### src/inc/sync_serial_pkg.sv
// Constants and types for the synchronous serial master port
package sync_serial_pkg;
    // ==================================================
    // Register indices and byte addresses
    localparam logic [7:0] IDX_STATUS    = 8'h10;
    localparam logic [7:0] IDX_CONTROL   = 8'h12;
    localparam logic [7:0] IDX_TX1       = 8'h14;
    localparam logic [7:0] IDX_TX0       = 8'h16;
    localparam logic [7:0] IDX_RX        = 8'h18;
    localparam logic [7:0] IDX_IRQ_STS   = 8'h1a;
    localparam logic [7:0] IDX_IRQ_EN    = 8'h1c;
    localparam logic [7:0] IDX_IRQ_CLR   = 8'h1e;
    localparam logic [7:0] ADDR_STATUS   = 8'(IDX_STATUS * 4);
    localparam logic [7:0] ADDR_CONTROL  = 8'(IDX_CONTROL * 4);
    localparam logic [7:0] ADDR_TX1      = 8'(IDX_TX1 * 4);
    localparam logic [7:0] ADDR_TX0      = 8'(IDX_TX0 * 4);
    localparam logic [7:0] ADDR_RX       = 8'(IDX_RX * 4);
    localparam logic [7:0] ADDR_IRQ_STS  = 8'(IDX_IRQ_STS * 4);
    localparam logic [7:0] ADDR_IRQ_EN   = 8'(IDX_IRQ_EN * 4);
    localparam logic [7:0] ADDR_IRQ_CLR  = 8'(IDX_IRQ_CLR * 4);
    // ==================================================
    // Field positions and reset values
    localparam int         STS_BUSY      = 0;
    localparam int         STS_DONE      = 1;
    localparam int         STS_ERR       = 2;
    localparam int         CTL_SEL0      = 0;
    localparam int         CTL_SEL1      = 1;
    localparam int         CTL_DIV_LO    = 2;
    localparam int         IRQ_DONE      = 0;
    localparam int         IRQ_ERR       = 1;
    localparam logic [3:0] CONTROL_RESET = 4'h0;
    localparam logic [2:0] LAST_BIT      = 3'h7;
    localparam logic [1:0] RESP_OKAY     = 2'h0;
    localparam logic [1:0] RESP_SLVERR   = 2'h2;
    // ==================================================
    // Shift engine states, Gray along idle-low-high
    typedef enum logic [1:0] {
        ST_IDLE = 2'h0,
        ST_LOW  = 2'h1,
        ST_HIGH = 2'h3
    } serial_state_type;
endpackage : sync_serial_pkg

### src/rtl/sync_serial_master_port.sv
// Synchronous serial master port with AXI4-Lite register slave
//
// Register access over AXI4-Lite was decided locally.
`timescale 1ns/1ns
module sync_serial_master_port (
    input  wire logic        aclk,
    input  wire logic        aresetn,
    input  wire logic [7:0]  awaddr,
    input  wire logic [2:0]  awprot,
    input  wire logic        awvalid,
    output logic             awready,
    input  wire logic [31:0] wdata,
    input  wire logic [3:0]  wstrb,
    input  wire logic        wvalid,
    output logic             wready,
    output logic [1:0]       bresp,
    output logic             bvalid,
    input  wire logic        bready,
    input  wire logic [7:0]  araddr,
    input  wire logic [2:0]  arprot,
    input  wire logic        arvalid,
    output logic             arready,
    output logic [31:0]      rdata,
    output logic [1:0]       rresp,
    output logic             rvalid,
    input  wire logic        rready,
    output logic             serial_clock,
    input  wire logic        serial_data_in,
    output logic             serial_data_out,
    output logic             serial_data_oe_n,
    output logic             select_enable_out0,
    output logic             select_enable_out1,
    output logic             irq
);
    // ==================================================
    // State
    typedef struct packed {
        logic                             awready;
        logic                             wready;
        logic                             aw_held;
        logic [7:0]                       aw_addr;
        logic                             w_held;
        logic [31:0]                      w_data;
        logic [3:0]                       w_strb;
        logic                             bvalid;
        logic [1:0]                       bresp;
        logic                             arready;
        logic                             rvalid;
        logic [1:0]                       rresp;
        logic [31:0]                      rdata;
        logic [3:0]                       ctrl;
        logic                             busy;
        logic                             done;
        logic                             err;
        logic                             rx_mode;
        sync_serial_pkg::serial_state_type state;
        logic [3:0]                       cnt;
        logic [2:0]                       bit_cnt;
        logic [7:0]                       shift;
        logic [7:0]                       rx_byte;
        logic                             sclk;
        logic                             data_out;
        logic                             oe_n;
        logic [2:0]                       sync;
        logic                             filt;
        logic [1:0]                       irq_status;
        logic [1:0]                       irq_en;
        logic                             irq;
    } port_state_type;

    port_state_type q;
    port_state_type next_q;
    logic           wr_go;
    logic           rd_go;
    logic           done_set;
    logic           err_set;
    logic           done_clr;
    logic           sel_idle;
    logic [1:0]     irq_clr;
    logic [3:0]     half_m1;
    logic [7:0]     tx_byte;
    logic           tx_start;
    logic           rx_start;
    logic           filt_now;

    localparam port_state_type RESET_STATE = '{
        awready: 1'b1, wready: 1'b1, arready: 1'b1,
        ctrl: sync_serial_pkg::CONTROL_RESET,
        state: sync_serial_pkg::ST_IDLE,
        oe_n: 1'b1, default: '0};

    // ==================================================
    // Next state
    always_comb begin
        next_q   = q;
        done_set = 1'b0;
        err_set  = 1'b0;
        done_clr = 1'b0;
        irq_clr  = 2'h0;
        tx_start = 1'b0;
        rx_start = 1'b0;
        tx_byte  = q.w_data[7:0];
        sel_idle = !q.ctrl[sync_serial_pkg::CTL_SEL0]
                   && !q.ctrl[sync_serial_pkg::CTL_SEL1];
        // Divide by 2,4,8,16: half period is 1,2,4,8 clocks
        half_m1  = 4'((4'h1 << q.ctrl[sync_serial_pkg::CTL_DIV_LO +: 2])
                      - 4'h1);
        filt_now = (q.sync[1] == q.sync[2]) ? q.sync[2] : q.filt;
        wr_go    = q.aw_held && q.w_held && !q.bvalid;
        rd_go    = arvalid && q.arready;

        // Three-stage input filter; first stage feeds only the second
        // Agreed level used at once, saving a clock for the /8 receive
        next_q.sync = {q.sync[1:0], serial_data_in};
        next_q.filt = filt_now;

        // Write address and data are taken in either order
        if (awvalid && q.awready) begin
            next_q.aw_held = 1'b1;
            next_q.aw_addr = awaddr;
            next_q.awready = 1'b0;
        end
        if (wvalid && q.wready) begin
            next_q.w_held = 1'b1;
            next_q.w_data = wdata;
            next_q.w_strb = wstrb;
            next_q.wready = 1'b0;
        end
        if (q.bvalid && bready) begin
            next_q.bvalid  = 1'b0;
            next_q.awready = 1'b1;
            next_q.wready  = 1'b1;
        end
        if (wr_go) begin
            next_q.aw_held = 1'b0;
            next_q.w_held  = 1'b0;
            next_q.bvalid  = 1'b1;
            next_q.bresp   = sync_serial_pkg::RESP_OKAY;
            if (q.aw_addr == sync_serial_pkg::ADDR_CONTROL) begin
                if (q.w_strb[0]) begin
                    next_q.ctrl = q.w_data[3:0];
                end
            end else if (q.aw_addr == sync_serial_pkg::ADDR_TX0
                         || q.aw_addr == sync_serial_pkg::ADDR_TX1) begin
                done_clr = 1'b1;
                if (q.busy) begin
                    err_set = 1'b1;
                end else if (q.w_strb[0]) begin
                    tx_start = 1'b1;
                end
            end else if (q.aw_addr == sync_serial_pkg::ADDR_IRQ_EN) begin
                next_q.irq_en = q.w_data[1:0];
            end else if (q.aw_addr == sync_serial_pkg::ADDR_IRQ_CLR) begin
                irq_clr = q.w_data[1:0];
            end else if (q.aw_addr != sync_serial_pkg::ADDR_STATUS
                         && q.aw_addr != sync_serial_pkg::ADDR_RX
                         && q.aw_addr != sync_serial_pkg::ADDR_IRQ_STS) begin
                next_q.bresp = sync_serial_pkg::RESP_SLVERR;
            end
        end

        // Read channel; reading receive data also starts a receive
        if (q.rvalid && rready) begin
            next_q.rvalid  = 1'b0;
            next_q.arready = 1'b1;
        end
        if (rd_go) begin
            next_q.arready = 1'b0;
            next_q.rvalid  = 1'b1;
            next_q.rresp   = sync_serial_pkg::RESP_OKAY;
            next_q.rdata   = 32'h0;
            if (araddr == sync_serial_pkg::ADDR_STATUS) begin
                next_q.rdata[2:0] = {q.err && !sel_idle,
                                     q.done, q.busy};
                done_clr = 1'b1;
            end else if (araddr == sync_serial_pkg::ADDR_CONTROL) begin
                next_q.rdata[3:0] = q.ctrl;
            end else if (araddr == sync_serial_pkg::ADDR_RX) begin
                next_q.rdata[7:0] = q.rx_byte;
                done_clr = 1'b1;
                if (q.busy) begin
                    err_set = 1'b1;
                end else if (!tx_start) begin
                    rx_start = 1'b1;
                end
            end else if (araddr == sync_serial_pkg::ADDR_IRQ_STS) begin
                next_q.rdata[1:0] = q.irq_status;
            end else if (araddr == sync_serial_pkg::ADDR_IRQ_EN) begin
                next_q.rdata[1:0] = q.irq_en;
            end else if (araddr == sync_serial_pkg::ADDR_TX0
                         || araddr == sync_serial_pkg::ADDR_TX1
                         || araddr == sync_serial_pkg::ADDR_IRQ_CLR) begin
                next_q.rdata = 32'h0;
            end else begin
                next_q.rresp = sync_serial_pkg::RESP_SLVERR;
            end
        end

        // ==================================================
        // Shift engine
        case (q.state)
            sync_serial_pkg::ST_LOW: begin
                if (q.cnt == 4'h0) begin
                    next_q.sclk  = 1'b1;
                    next_q.state = sync_serial_pkg::ST_HIGH;
                    next_q.cnt   = half_m1;
                    if (q.rx_mode) begin
                        // Filter delay limits receive to slower dividers
                        next_q.shift = {q.shift[6:0], filt_now};
                    end
                    if (q.bit_cnt == sync_serial_pkg::LAST_BIT) begin
                        done_set = 1'b1;
                        if (q.rx_mode) begin
                            next_q.rx_byte = {q.shift[6:0], filt_now};
                        end
                    end
                end else begin
                    next_q.cnt = q.cnt - 4'h1;
                end
            end
            sync_serial_pkg::ST_HIGH: begin
                if (q.cnt == 4'h0) begin
                    next_q.sclk = 1'b0;
                    if (q.bit_cnt == sync_serial_pkg::LAST_BIT) begin
                        next_q.state = sync_serial_pkg::ST_IDLE;
                        next_q.busy  = 1'b0;
                        next_q.oe_n  = 1'b1;
                    end else begin
                        next_q.state   = sync_serial_pkg::ST_LOW;
                        next_q.cnt     = half_m1;
                        next_q.bit_cnt = q.bit_cnt + 3'h1;
                        if (!q.rx_mode) begin
                            next_q.shift    = {q.shift[6:0], 1'b0};
                            next_q.data_out = q.shift[6];
                        end
                    end
                end else begin
                    next_q.cnt = q.cnt - 4'h1;
                end
            end
            default: begin
                next_q.sclk = 1'b0;
            end
        endcase

        if (tx_start || rx_start) begin
            next_q.state    = sync_serial_pkg::ST_LOW;
            next_q.busy     = 1'b1;
            next_q.cnt      = half_m1;
            next_q.bit_cnt  = 3'h0;
            next_q.rx_mode  = rx_start;
            next_q.shift    = tx_start ? tx_byte : 8'h0;
            next_q.data_out = tx_start && tx_byte[7];
            // Line released on receive so only the peripheral drives
            next_q.oe_n     = rx_start;
        end

        // ==================================================
        // Flags; a set in the same cycle as a clear wins
        next_q.done = (q.done && !(done_clr || sel_idle))
                      || done_set;
        next_q.err  = (q.err && !sel_idle) || err_set;
        next_q.irq_status = (q.irq_status & ~irq_clr)
                            | {err_set, done_set};
        next_q.irq = |(next_q.irq_status & q.irq_en);
    end

    always_ff @(posedge aclk) begin
        if (!aresetn) begin
            q <= RESET_STATE;
        end else begin
            q <= next_q;
        end
    end

    // ==================================================
    // Outputs
    assign awready            = q.awready;
    assign wready             = q.wready;
    assign bresp              = q.bresp;
    assign bvalid             = q.bvalid;
    assign arready            = q.arready;
    assign rdata              = q.rdata;
    assign rresp              = q.rresp;
    assign rvalid             = q.rvalid;
    assign serial_clock       = q.sclk;
    assign serial_data_out    = q.data_out;
    assign serial_data_oe_n   = q.oe_n;
    assign select_enable_out0 = q.ctrl[sync_serial_pkg::CTL_SEL0];
    assign select_enable_out1 = q.ctrl[sync_serial_pkg::CTL_SEL1];
    assign irq                = q.irq;

    // ==================================================
    // Checks
    logic [4:0] low_len;
    always_ff @(posedge aclk) begin
        if (!aresetn || q.sclk) begin
            low_len <= 5'h0;
        end else if (low_len != 5'h1f) begin
            low_len <= low_len + 5'h1;
        end
    end
endmodule : sync_serial_master_port

### config.mk
export PLATFORM = sky130hd
export DESIGN_NAME = sync_serial_master_port
export DESIGN_NICKNAME = d
export VERILOG_FILES = /design/src/inc/sync_serial_pkg.sv /design/src/rtl/sync_serial_master_port.sv
export SDC_FILE = /design/constraint.sdc
export NUM_CORES = 1
export LEC_CHECK = 0
export ABC_AREA = 1
export BUFFER_PORTS_ARGS = -buffer_cell sky130_fd_sc_hd__buf_4
export CORE_MARGIN = 1
export CORE_UTILIZATION = 47
export CTS_CLUSTER_DIAMETER = 40
export CTS_CLUSTER_SIZE = 25
export DETAILED_ROUTE_END_ITERATION = 10
export MAX_ROUTING_LAYER = met4
export PLACE_DENSITY = 0.75
export SYNTH_ARGS = -nofsm -noshare
export SYNTH_HDL_FRONTEND = slang
export SYNTH_SLANG_ARGS = --single-unit
### constraint.sdc
create_clock -name aclk -period 1.5 [get_ports aclk]
set_input_delay 0 -clock aclk [delete_from_list [all_inputs] [get_ports aclk]]
set_output_delay 0 -clock aclk [all_outputs]
set_load 0.01 [all_outputs]
==> reports/qor.yml, run 1 <==
synthesis:
  syn-instance-count: 537
  synth_top_family_by_area: "simple AND/OR/NAND/NOR gates"
  post_synth_adder_cell_area_pct: 0.978
  muxShareOfSynthArea_pct: 0.521
  syn_area_um2: 3840
  post_synth_xor_area_fraction_pct: 0.456
  synth-simple-area-share_pct: 27.5
  yosys_most_used_dff: "sky130_fd_sc_hd__dfxtp_1"
  postSynthAreaPerCell_um2: 7.15
  async_reset_ff_share_pct: 0
  post_synthesis_sequential_area_ratio_pct: 40.7
  synth-compound-area-share_pct: 14.4
  synthesis.yosys.warnings: 0
  synth_edf_count: 0
  synth.ff_latch_count: 78
  yosysUniqueCellTypes: 43
global_route:
  gr-total-overflow: 0
  grt_start_max_net_pins: 30
  groute.usage.overall_pct: 23.7
  grt_antenna_before_repair: 0
  grt_first_pass_wirelength_um: 15700
  grt_pass1_vias: 3512
placement:
  io_buffer_count: 53
  dpl.hpwl_um: 6490
  postPlaceCellArea_um2: 4410
  cell_count_after_placement: 707
  globalplace.congestion: 0.865
clocking:
  root_buffer: "sky130_fd_sc_hd__clkbuf_8"
  ctsLongestPathBuffers: 2
  clock_latency_ns: 0.35
  clock-sinks: 78
  cts_buffers: 9
  clock_slew_seen_by_the_registers_of_the_worst_setup_and_hold_paths_ns: 0.08
  tritoncts: "yes"
  cts_max_level: 3
route:
  drtAntennaViolNets: 0
  post-route-drc-count: 0
  final_wirelength_um: 9690
  first_iter_violations: 237
  vias: 3821
  vias_per_cell: 5.05
  post_drt_wl_per_cell_um: 12.8
  detail_route.first_pass.iterations: 5
critical_path:
  cp_cell_sequence: "inv_2, ha_4, nand2_4, clkinv_4, buf_4, nand3_1, nand2_1, nand2_1, nand2_1, nand3_1, nand3_1, nand2_1, inv_1"
  kind_of_critical_path: "reg2reg"
  end_kind: "flip-flop"
  cpPeakStageDelay_ns: 0.34
  critical_path_required_ns: 1.76
  worst-path-max-fanout: 5
  critical_path.slowest_cell: "sky130_fd_sc_hd__dfxtp_2"
  critical_path_arrival_ns: 1.75
  timing.critical_path.from_type: "flip-flop"
  critical_path.most_common_cell: "sky130_fd_sc_hd__nand2_1"
layout:
  final-instance-count-excl-fill: 757
  most_common_library_cell_in_the_layout_ignoring_fill_and_taps: "sky130_fd_sc_hd__nand2_1"
  multi_input_comb_area_um2: 1910
  layout.core_utilization_pct: 66.0
  insertedDiodeCount: 0
  layout-drive-gt1-share_pct: 27.6
  final_cell_area_um2: 5160
  final-seq-area_um2: 1570
  finish.net_count: 719
  fillerInstances: 655
  final_cell_mix: "102 x sky130_fd_sc_hd__nand2_1, 98 x sky130_fd_sc_hd__buf_4, 69 x sky130_fd_sc_hd__dfxtp_1"
  area_delta_synth_final_pct: 34.3
sta:
  hold_violations: 0
  fmax_mhz: 670
  finalWorstPathRequiredPeriod_ns: 1.49
  setup_viol_count_final: 0
  grt_setup_unrepaired: "true"
  fin_hold_ws_ns: 0.0239
  final_max_slew_viol_count: 0
  finClkSkew_ns: 0.00685
  period_share_pct: 99.5
power:
  vdd.ir_drop.worst_mv: 0.600
  power.leakage_nw: 2.41
  powerDensity_nw_per_um2: 903
  report.power.total_mw: 4.66
job:
  max_cap_violations: 0
floorplan:
  die_area_um2: 8540
  start_util_pct: 49.2
  floorplan_die_width_um: 92.4
  num_io_pins: 113
  core_region_area_um2: 7810
  rows: 32
  die-height_um: 92.4
outcome:
  status: "finished clean"
min_path:
  timing.hold.worst.class: "in2reg"
cells by family (layout without fill, tap and decap cells):
kind of cell	count (synthesis)	in the layout
AO/OA/AOI/OAI	104	104
XOR/XNOR	2	2
adder cells (fa/ha/maj)	3	3
buffers and inverters	112	205
flip-flops	78	78
multiplexers	2	2
other	1	26
AND/OR/NAND/NOR	235	235
flip-flops by register name (all words and copies together), names as in the netlist:
signal and flops:
wready 1, arready 1, serial_data_out 1, irq 1, bresp 1, next_q 2
serial_data_oe_n 1, select_enable_out0 1, q 55, rresp 1, rvalid 1, serial_clock 1
bvalid 1, rdata 8, select_enable_out1 1, awready 1
metal layers:
| layer | vias up | share of wire (%) | track usage (%) |
|---|---|---|---|
| li1 | 1906 | - | - |
| met1 | 1737 | 43 | 28.7 |
| met2 | 158 | 50 | 39.2 |
| met3 | 20 | 5.2 | 4.35 |
| met4 | 0 | 2.0 | 9.24 |
| met5 | - | 0 | - |
repair_timing:
action                                  in CTS  in global routing
resized for setup                           13                 37
setup buffers                                0                 13
endpoints found under the hold margin       24                  0
hold buffers                                22                  0
pin swaps                                    5                 29
endpoints found under the setup margin      15                 28
worst paths after layout:
path | startpoint | slack (ns) | cells past startpoint | end
hold / removal | araddr[6] | 0.02 | 4 | rresp[1]
setup / recovery | q[31] | 0.008 | 13 | q[33]
setup reg to reg | q[31] | 0.008 | 13 | q[33]
hold reg to reg | next_q[7] | 0.42 | 2 | next_q[8]
critical path: cells and delay by family, from the launching register on:
family	cells	cell delay, ns
simple gates	8	0.56
flops	1	0.34
buf+inv	4	0.33
fa+ha+maj	1	0.17
power by group:
part / leakage [nW] / internal (mW) / total (mW) / switching, mW
Clock: 0.130 / 1.20 / 1.99 / 0.790
Combinational: 1.65 / 0.222 / 0.487 / 0.265
Sequential: 0.639 / 2.14 / 2.18 / 0.0421
Total: 2.41 / 3.56 / 4.66 / 1.10
synth_stat cells (2+ instances only):
library cell,number,share of area (%)
sky130_fd_sc_hd__inv_1,57,5.6
sky130_fd_sc_hd__nand4_1,4,0.65
sky130_fd_sc_hd__nor2_2,5,0.81
sky130_fd_sc_hd__a21oi_1,43,5.6
sky130_fd_sc_hd__clkbuf_1,7,0.68
sky130_fd_sc_hd__a31oi_1,3,0.49
sky130_fd_sc_hd__mux2i_1,2,0.52
sky130_fd_sc_hd__nand3_2,3,0.78
sky130_fd_sc_hd__nor3_1,16,2.1
sky130_fd_sc_hd__nor2_4,3,0.88
sky130_fd_sc_hd__nand3_1,31,4.0
sky130_fd_sc_hd__o21ai_0,45,5.9
sky130_fd_sc_hd__ha_1,3,0.98
sky130_fd_sc_hd__buf_4,37,7.2
sky130_fd_sc_hd__inv_2,3,0.29
sky130_fd_sc_hd__o22ai_1,4,0.65
sky130_fd_sc_hd__buf_2,2,0.26
sky130_fd_sc_hd__nand2_4,3,0.88
sky130_fd_sc_hd__nand2_2,2,0.33
sky130_fd_sc_hd__nor2_1,59,5.8
sky130_fd_sc_hd__nand2_1,106,10
sky130_fd_sc_hd__dfxtp_1,78,41
stage by stage:
stage / setup TNS [ns] / worst slack, ns
after floorplan: 0 / 0.0126
after global placement: -0.103 / -0.0286
after detailed placement: -0.688 / -0.0842
after CTS: 0 / 0.00439
after global routing: -0.768 / -0.0806
final: 0 / 0.00767
cell type report:
type,count,share of cell area (%)
inverter,62,4.61
clock buffer,11,2.94
sequential,78,30.5
clock inverter,5,2.01
timing repair buffer,127,20.3
tap,102,2.48
multi-input combinational,372,37.1
Note: power is estimated with default switching activity, not from simulation.
==> run 2, diff against run 1 <==
--- a/config.mk
+++ b/config.mk
@@ -9,11 +9,13 @@
 export BUFFER_PORTS_ARGS = -buffer_cell sky130_fd_sc_hd__buf_4
 export CORE_MARGIN = 1
 export CORE_UTILIZATION = 47
-export CTS_CLUSTER_DIAMETER = 40
+export CTS_CLUSTER_DIAMETER = 200
 export CTS_CLUSTER_SIZE = 25
 export DETAILED_ROUTE_END_ITERATION = 10
 export MAX_ROUTING_LAYER = met4
 export PLACE_DENSITY = 0.75
+export SETUP_SLACK_MARGIN = 0.05
+export SLEW_MARGIN = 20
 export SYNTH_ARGS = -nofsm -noshare
 export SYNTH_HDL_FRONTEND = slang
 export SYNTH_SLANG_ARGS = --single-unit
==> run 2 against run 1 <==
Compared with the run above: the flow now finishes with violations (negative setup slack); total power is 4.6% lower; utilization is 0.43 points higher; maximum frequency is 3.4% lower; sequential share of layout area is 0.20 points lower; die area stayed put; non-clock buffer count is 9 lower; sequential power hardly changed; wire length is 3.1% higher; worst setup slack worse by 0.053 ns; cell count is 1.2% lower; critical path type unchanged; flip-flop and latch count stayed put; global-route usage is 0.89 points higher.
==> reports/qor.yml, run 2 (synthesized netlist as in run 1, its figures left out) <==
outcome:
  violated_checks: "negative setup slack"
  status: "finished, violations left"
min_path:
  min_from: "araddr[6]"
  min_path_cells: 4  # unchanged
  worst_hold_path.endpoint: "rresp[1]"
  timing.hold.worst.class: "in2reg"
layout:
  insertedDiodeCount: 0  # unchanged
  fillerInstances: 605  # -7.6%
  final-seq-area_um2: 1570  # unchanged
  largest_reg_flops: 55  # unchanged
  final_cell_mix: "97 x sky130_fd_sc_hd__nand2_1, 88 x sky130_fd_sc_hd__buf_4, 69 x sky130_fd_sc_hd__dfxtp_1"
  final-instance-count-excl-fill: 748  # -1.2%
  finish.net_count: 711  # -1.1%
  most_common_library_cell_in_the_layout_ignoring_fill_and_taps: "sky130_fd_sc_hd__nand2_1"
  layout-drive-gt1-share_pct: 29.1  # +1.5 points
  area_delta_synth_final_pct: 35.2
  top_register: "q"
  final_cell_area_um2: 5190  # +0.66%
  multi_input_comb_area_um2: 2030  # +6.0%
critical_path:
  worst-path-max-fanout: 4  # -1
  crit-reg2reg-launch: "bvalid"
  end_kind: "flip-flop"
  crit-reg2reg-capture: "q[40]"
  critical_path_required_ns: 1.74  # -0.02 ns
  rrSetupSlack_ns: -0.05  # -0.05 ns
  r2r_cell_count: 9  # -4
  timing.critical_path.from_type: "flip-flop"
  critical_path_arrival_ns: 1.78  # +0.03 ns
  kind_of_critical_path: "reg2reg"
sta:
  post-route-worst-setup-slack_ns: -0.0451  # -0.0527 ns
  fmax_mhz: 647  # -3.4%
  period_share_pct: 103  # +3.5 points
  finClkSkew_ns: 0.00989  # +0.00304 ns
  final_max_slew_viol_count: 0  # unchanged
  grt_setup_unrepaired: "true"
  hold_violations: 0  # unchanged
  fin_hold_ws_ns: 0.0247  # +0.000823 ns
  finalWorstPathRequiredPeriod_ns: 1.55  # +0.0527 ns
  setup_viol_count_final: 5  # +5
clocking:
  tritoncts: "yes"
  cts_buffers: 9  # unchanged
  root_buffer: "sky130_fd_sc_hd__clkbuf_8"
  clock_slew_seen_by_the_registers_of_the_worst_setup_and_hold_paths_ns: 0.08  # about the same
  cts_max_level: 3  # unchanged
  clock_latency_ns: 0.36  # about the same
  ctsLongestPathBuffers: 2  # unchanged
  clock-sinks: 78  # unchanged
power:
  power.leakage_nw: 2.39  # -1.0%
  powerDensity_nw_per_um2: 856  # -5.3%
  vdd.ir_drop.worst_mv: 0.671  # +12%
global_route:
  grt_antenna_before_repair: 0  # unchanged
  grt_first_pass_wirelength_um: 16000  # +1.7%
  groute.usage.overall_pct: 24.6  # +0.89 points
  grt_pass1_vias: 3517  # +0.14%
  gr-total-overflow: 0  # unchanged
  grt_start_max_net_pins: 50  # +67%
placement:
  cell_count_after_placement: 697  # -1.4%
  io_buffer_count: 53  # unchanged
  globalplace.congestion: 0.931  # +7.7%
  postPlaceCellArea_um2: 4380  # -0.74%
  dpl.hpwl_um: 6440  # -0.66%
floorplan:
  rows: 32  # unchanged
  die_area_um2: 8540  # unchanged
  floorplan_die_width_um: 92.4  # unchanged
  core_region_area_um2: 7810  # unchanged
  die-height_um: 92.4  # unchanged
  num_io_pins: 113  # unchanged
  start_util_pct: 49.2  # unchanged
route:
  final_wirelength_um: 9990  # +3.1%
  vias: 3793  # -0.73%
  post-route-drc-count: 0  # unchanged
  detail_route.first_pass.iterations: 6  # +1
  first_iter_violations: 189  # -20%
  vias_per_cell: 5.07  # +0.46%
  drtAntennaViolNets: 0  # unchanged
  post_drt_wl_per_cell_um: 13.4  # +4.3%
job:
  max_cap_violations: 0  # unchanged
[run 2: cell count changes in the layout (fill, tap and decap cells not counted), sizes merged]
cell and change:
nor2 +1, dlygate4sd3 -1, clkbuf -1, buf -7, bufinv -1
[run 2: worst max-delay path by stage]
| stage | slack [ns] | from | endpoint | cells past startpoint |
|---|---|---|---|---|
| detailed placement | -0.15 | q[28] | q[32] | 10 |
| global placement | -0.09 | q[28] | q[32] | 10 |
| global route | -0.13 | bvalid | q[40] | 9 |
| CTS | 0.02 | q[122] | q[23] | 10 |
| floorplan | 0.05 | q[31] | q[18] | 9 |
| finish | -0.05 | bvalid | q[40] | 9 |
[run 2: per-stage QoR]
step / util (%) / TNS [ns] / power [mW] / setup slack, ns
2_1_floorplan: - / 0 / 2.51 / 0.0522
3_3_place_gp: 56.1 / -0.324 / 2.61 / -0.0885
3_5_place_dp: 56.1 / -0.754 / 2.62 / -0.151
4_1_cts: 64.5 / 0 / 4.42 / 0.0198
5_1_grt: 66.5 / -1.30 / 4.60 / -0.134
6_report: 66.5 / -0.0906 / 4.44 / -0.0451
[run 2: power by group]
group / switching, mW / internal (mW)
Sequential: 0.0435 / 2.14
Clock: 0.769 / 1.01
Combinational: 0.267 / 0.210
[run 2: what timing repair did]
item | CTS | global route
resized for setup | 29 | 46
hold buffers | 21 | 0
endpoints found under the hold margin | 24 | 0
pin swaps | 13 | 30
buffers inserted | 10 | 6
setup endpoints to repair | 25 | 32
gates cloned | 2 | 1
[run 2: metal layers]
metal / vias to the layer above / wire (um) / share of wire (%) / GRT usage [%]
li1: 1886 / - / - / -
met1: 1741 / 4280 / 43 / 29.5
met2: 136 / 4770 / 48 / 39.2
met3: 30 / 556 / 5.6 / 4.35
met4: 0 / 380 / 3.8 / 13.7
met5: - / 0 / 0 / -
[run 2: cell type report]
type | instances | area share, %
timing repair buffer | 118 | 19.2
multi-input combinational | 373 | 39.1
clock buffer | 11 | 2.92
clock inverter | 4 | 1.35
tap | 102 | 2.46
inverter | 62 | 4.63
sequential | 78 | 30.3
[run 2: critical path, cell delays in order (launching register included)]
cell and delay [ns]:
sky130_fd_sc_hd__dfxtp_2 0.34, sky130_fd_sc_hd__inv_2 0.05, sky130_fd_sc_hd__nand4_1 0.16, sky130_fd_sc_hd__nor2_2 0.19
sky130_fd_sc_hd__nand2_4 0.10, sky130_fd_sc_hd__o21ai_4 0.14, sky130_fd_sc_hd__inv_2 0.11, sky130_fd_sc_hd__buf_6 0.15
sky130_fd_sc_hd__a31oi_1 0.13, sky130_fd_sc_hd__nor2_1 0.05
==> run 3, diff against run 2 <==
--- a/config.mk
+++ b/config.mk
@@ -7,13 +7,15 @@
 export LEC_CHECK = 0
 export ABC_AREA = 1
 export BUFFER_PORTS_ARGS = -buffer_cell sky130_fd_sc_hd__buf_4
+export CELL_PAD_IN_SITES_DETAIL_PLACEMENT = 1
+export CELL_PAD_IN_SITES_GLOBAL_PLACEMENT = 1
 export CORE_MARGIN = 1
-export CORE_UTILIZATION = 47
-export CTS_CLUSTER_DIAMETER = 200
+export CORE_UTILIZATION = 33
+export CTS_CLUSTER_DIAMETER = 100
 export CTS_CLUSTER_SIZE = 25
 export DETAILED_ROUTE_END_ITERATION = 10
 export MAX_ROUTING_LAYER = met4
-export PLACE_DENSITY = 0.75
+export PLACE_DENSITY = 0.74
 export SETUP_SLACK_MARGIN = 0.05
 export SLEW_MARGIN = 20
 export SYNTH_ARGS = -nofsm -noshare
==> run 3 against run 2 <==
Compared with the run above: the run ends with negative hold slack, negative setup slack left; flip-flop and latch count is the same; sequential share of layout area is 1.9 points lower; global-route usage shrank 0.96 points; critical path depth rose by 2; total power rose by 17%; wire length grew 40%; clock power is 38% higher; clock skew fell by 0.0016 ns; maximum frequency decreased by 8.3%; largest cell class unchanged.
==> reports/qor.yml, run 3 (synthesized netlist as in run 1, its figures left out) <==
clocking:
  clock_slew_seen_by_the_registers_of_the_worst_setup_and_hold_paths_ns: 0.06  # -0.02 ns
  clock-sinks: 78  # unchanged
  tritoncts: "yes"
  cts_buffers: 9  # unchanged
  ctsLongestPathBuffers: 2  # unchanged
  root_buffer: "sky130_fd_sc_hd__clkbuf_16"
  clock_latency_ns: 0.34  # -0.02 ns
  cts_max_level: 3  # unchanged
job:
  max_cap_violations: 0  # unchanged
layout:
  top_register: "q"
  final-instance-count-excl-fill: 809  # +8.2%
  layout.core_utilization_pct: 48.9  # -18 points
  finish.net_count: 729  # +2.5%
  layout-drive-gt1-share_pct: 33.2  # +4.1 points
  final-seq-area_um2: 1580  # +0.40%
  fillerInstances: 1408  # +130%
  multi_input_comb_area_um2: 2040  # +0.55%
  most_common_library_cell_in_the_layout_ignoring_fill_and_taps: "sky130_fd_sc_hd__buf_4"
  final_cell_mix: "103 x sky130_fd_sc_hd__buf_4, 92 x sky130_fd_sc_hd__nand2_1, 66 x sky130_fd_sc_hd__dfxtp_1"
  area_delta_synth_final_pct: 44.8
  largest_reg_flops: 55  # unchanged
route:
  first_iter_violations: 172  # -9.0%
  drtAntennaViolNets: 0  # unchanged
  vias_per_cell: 4.96  # -2.1%
  post_drt_wl_per_cell_um: 17.2  # +29%
  detail_route.first_pass.iterations: 4  # -2
  post-route-drc-count: 0  # unchanged
  final_wirelength_um: 13900  # +40%
  vias: 4016  # +5.9%
outcome:
  violated_checks: "negative hold slack, negative setup slack"
  status: "finished, violations left"
global_route:
  groute.usage.overall_pct: 23.7  # -0.96 points
  gr-total-overflow: 0  # unchanged
  grt_pass1_vias: 4108  # +17%
  grt_first_pass_wirelength_um: 20700  # +30%
  grt_start_max_net_pins: 30  # -40%
  grt_antenna_before_repair: 1  # +1
power:
  power.leakage_nw: 2.53  # +5.7%
  powerDensity_nw_per_um2: 936  # +9.3%
  vdd.ir_drop.worst_mv: 0.537  # -20%
  report.power.total_mw: 5.20  # +17%
sta:
  post-route-worst-setup-slack_ns: -0.184  # -0.139 ns
  finClkSkew_ns: 0.00832  # -0.00157 ns
  grt_setup_unrepaired: "true"
  max-slew-margin-rel_pct: 66.6
  transition_time_of_the_tightest_slew_check_pin_ns: 0.500
  hold_violations: 1  # +1
  fmax_mhz: 594  # -8.3%
  fin_hold_ws_ns: -0.0122  # -0.0370 ns
  setup_viol_count_final: 18  # +13
  final_max_slew_viol_count: 0  # unchanged
  finalWorstPathRequiredPeriod_ns: 1.68  # +0.139 ns
  period_share_pct: 112  # +9.3 points
floorplan:
  core_region_area_um2: 11400  # +46%
  die-height_um: 110  # +19%
  num_io_pins: 113  # unchanged
  floorplan_die_width_um: 110  # +19%
  start_util_pct: 33.8  # -15 points
  die_area_um2: 12100  # +41%
  rows: 39  # +22%
critical_path:
  critical_path_required_ns: 1.72  # -0.02 ns
  crit-reg2reg-launch: "bvalid"
  worst-path-max-fanout: 8  # +4
  critical_path_arrival_ns: 1.90  # +0.12 ns
  rrSetupSlack_ns: -0.18  # -0.14 ns
  kind_of_critical_path: "reg2reg"
  end_kind: "flip-flop"
  timing.critical_path.from_type: "flip-flop"
  crit-reg2reg-capture: "q[22]"
  r2r_cell_count: 11  # +2
min_path:
  timing.hold.worst.class: "in2reg"
  min_path_cells: 3  # -1
  min_from: "wdata[2]"
  worst_hold_path.endpoint: "q[90]"
placement:
  io_buffer_count: 53  # unchanged
  place_worst_setup_slack_ns: -0.110  # +0.0412 ns
  globalplace.congestion: 0.804  # -14%
  cell_count_after_placement: 745  # +6.9%
  dpl.hpwl_um: 8200  # +27%
run 3: per-stage QoR:
step | instance area [um2] | TNS, ns | hold slack, ns
finish | 5560 | -1.56 | -0.0122
global route | 5560 | -3.08 | 0.0276
CTS | 5310 | -0.238 | 0.0108
detailed placement | 4490 | -1.03 | 0.189
global placement | 4490 | -0.206 | 0.184
floorplan | 3960 | 0 | 0.0976
run 3: layout make-up:
class	instances	area share, %
Antenna cell	1	0.0450
Clock buffer	13	4.86
Clock inverter	3	1.17
Inverter	62	4.34
Multi-Input combinational cell	372	36.7
Sequential cell	78	28.4
Tap cell	143	3.22
Timing Repair Buffer	137	21.3
run 3: how the worst max path moves through the flow:
| stage | from | to | slack (ns) | cells past startpoint |
|---|---|---|---|---|
| detailed placement | q[32] | q[31] | -0.11 | 13 |
| floorplan | q[31] | q[18] | 0.05 | 9 |
| CTS | q[32] | q[26] | -0.04 | 11 |
| finish | bvalid | q[22] | -0.18 | 11 |
| global route | bvalid | q[20] | -0.22 | 10 |
| global placement | q[31] | q[24] | -0.03 | 11 |
run 3: worst max-delay path: stages (launching register included):
cell	delay, ns
sky130_fd_sc_hd__dfxtp_2	0.33
sky130_fd_sc_hd__inv_2	0.04
sky130_fd_sc_hd__nand4_1	0.16
sky130_fd_sc_hd__nor2_2	0.08
sky130_fd_sc_hd__nand2_4	0.09
sky130_fd_sc_hd__o21ai_4	0.07
sky130_fd_sc_hd__buf_12	0.14
sky130_fd_sc_hd__buf_12	0.14
sky130_fd_sc_hd__nor2_4	0.23
sky130_fd_sc_hd__nand2_1	0.13
sky130_fd_sc_hd__nand2_1	0.10
sky130_fd_sc_hd__nor2_1	0.07
run 3: per-layer routing:
| layer | vias up | routed length, um | share of wire [%] | track usage (%) |
|---|---|---|---|---|
| li1 | 1922 | - | - | - |
| met1 | 1920 | 5490 | 39 | 26.2 |
| met2 | 133 | 7210 | 52 | 41.8 |
| met3 | 41 | 729 | 5.2 | 3.56 |
| met4 | 0 | 512 | 3.7 | 10.7 |
| met5 | - | 0 | 0 | - |
run 3: where the power goes:
part	total (mW)	switching (mW)	leakage [nW]	internal, mW
combinational	0.553	0.312	1.72	0.241
clock	2.46	0.869	0.166	1.59
sequential	2.19	0.0466	0.640	2.14
total	5.20	1.23	2.53	3.98
run 3: what timing repair did:
action | in CTS | in global routing
pin swaps | 17 | 37
setup endpoints to repair | 24 | 34
hold buffers | 20 | 0
gates cloned | 2 | 0
resized for setup | 42 | 52
buffers inserted | 14 | 14
endpoints found under the hold margin | 22 | 0
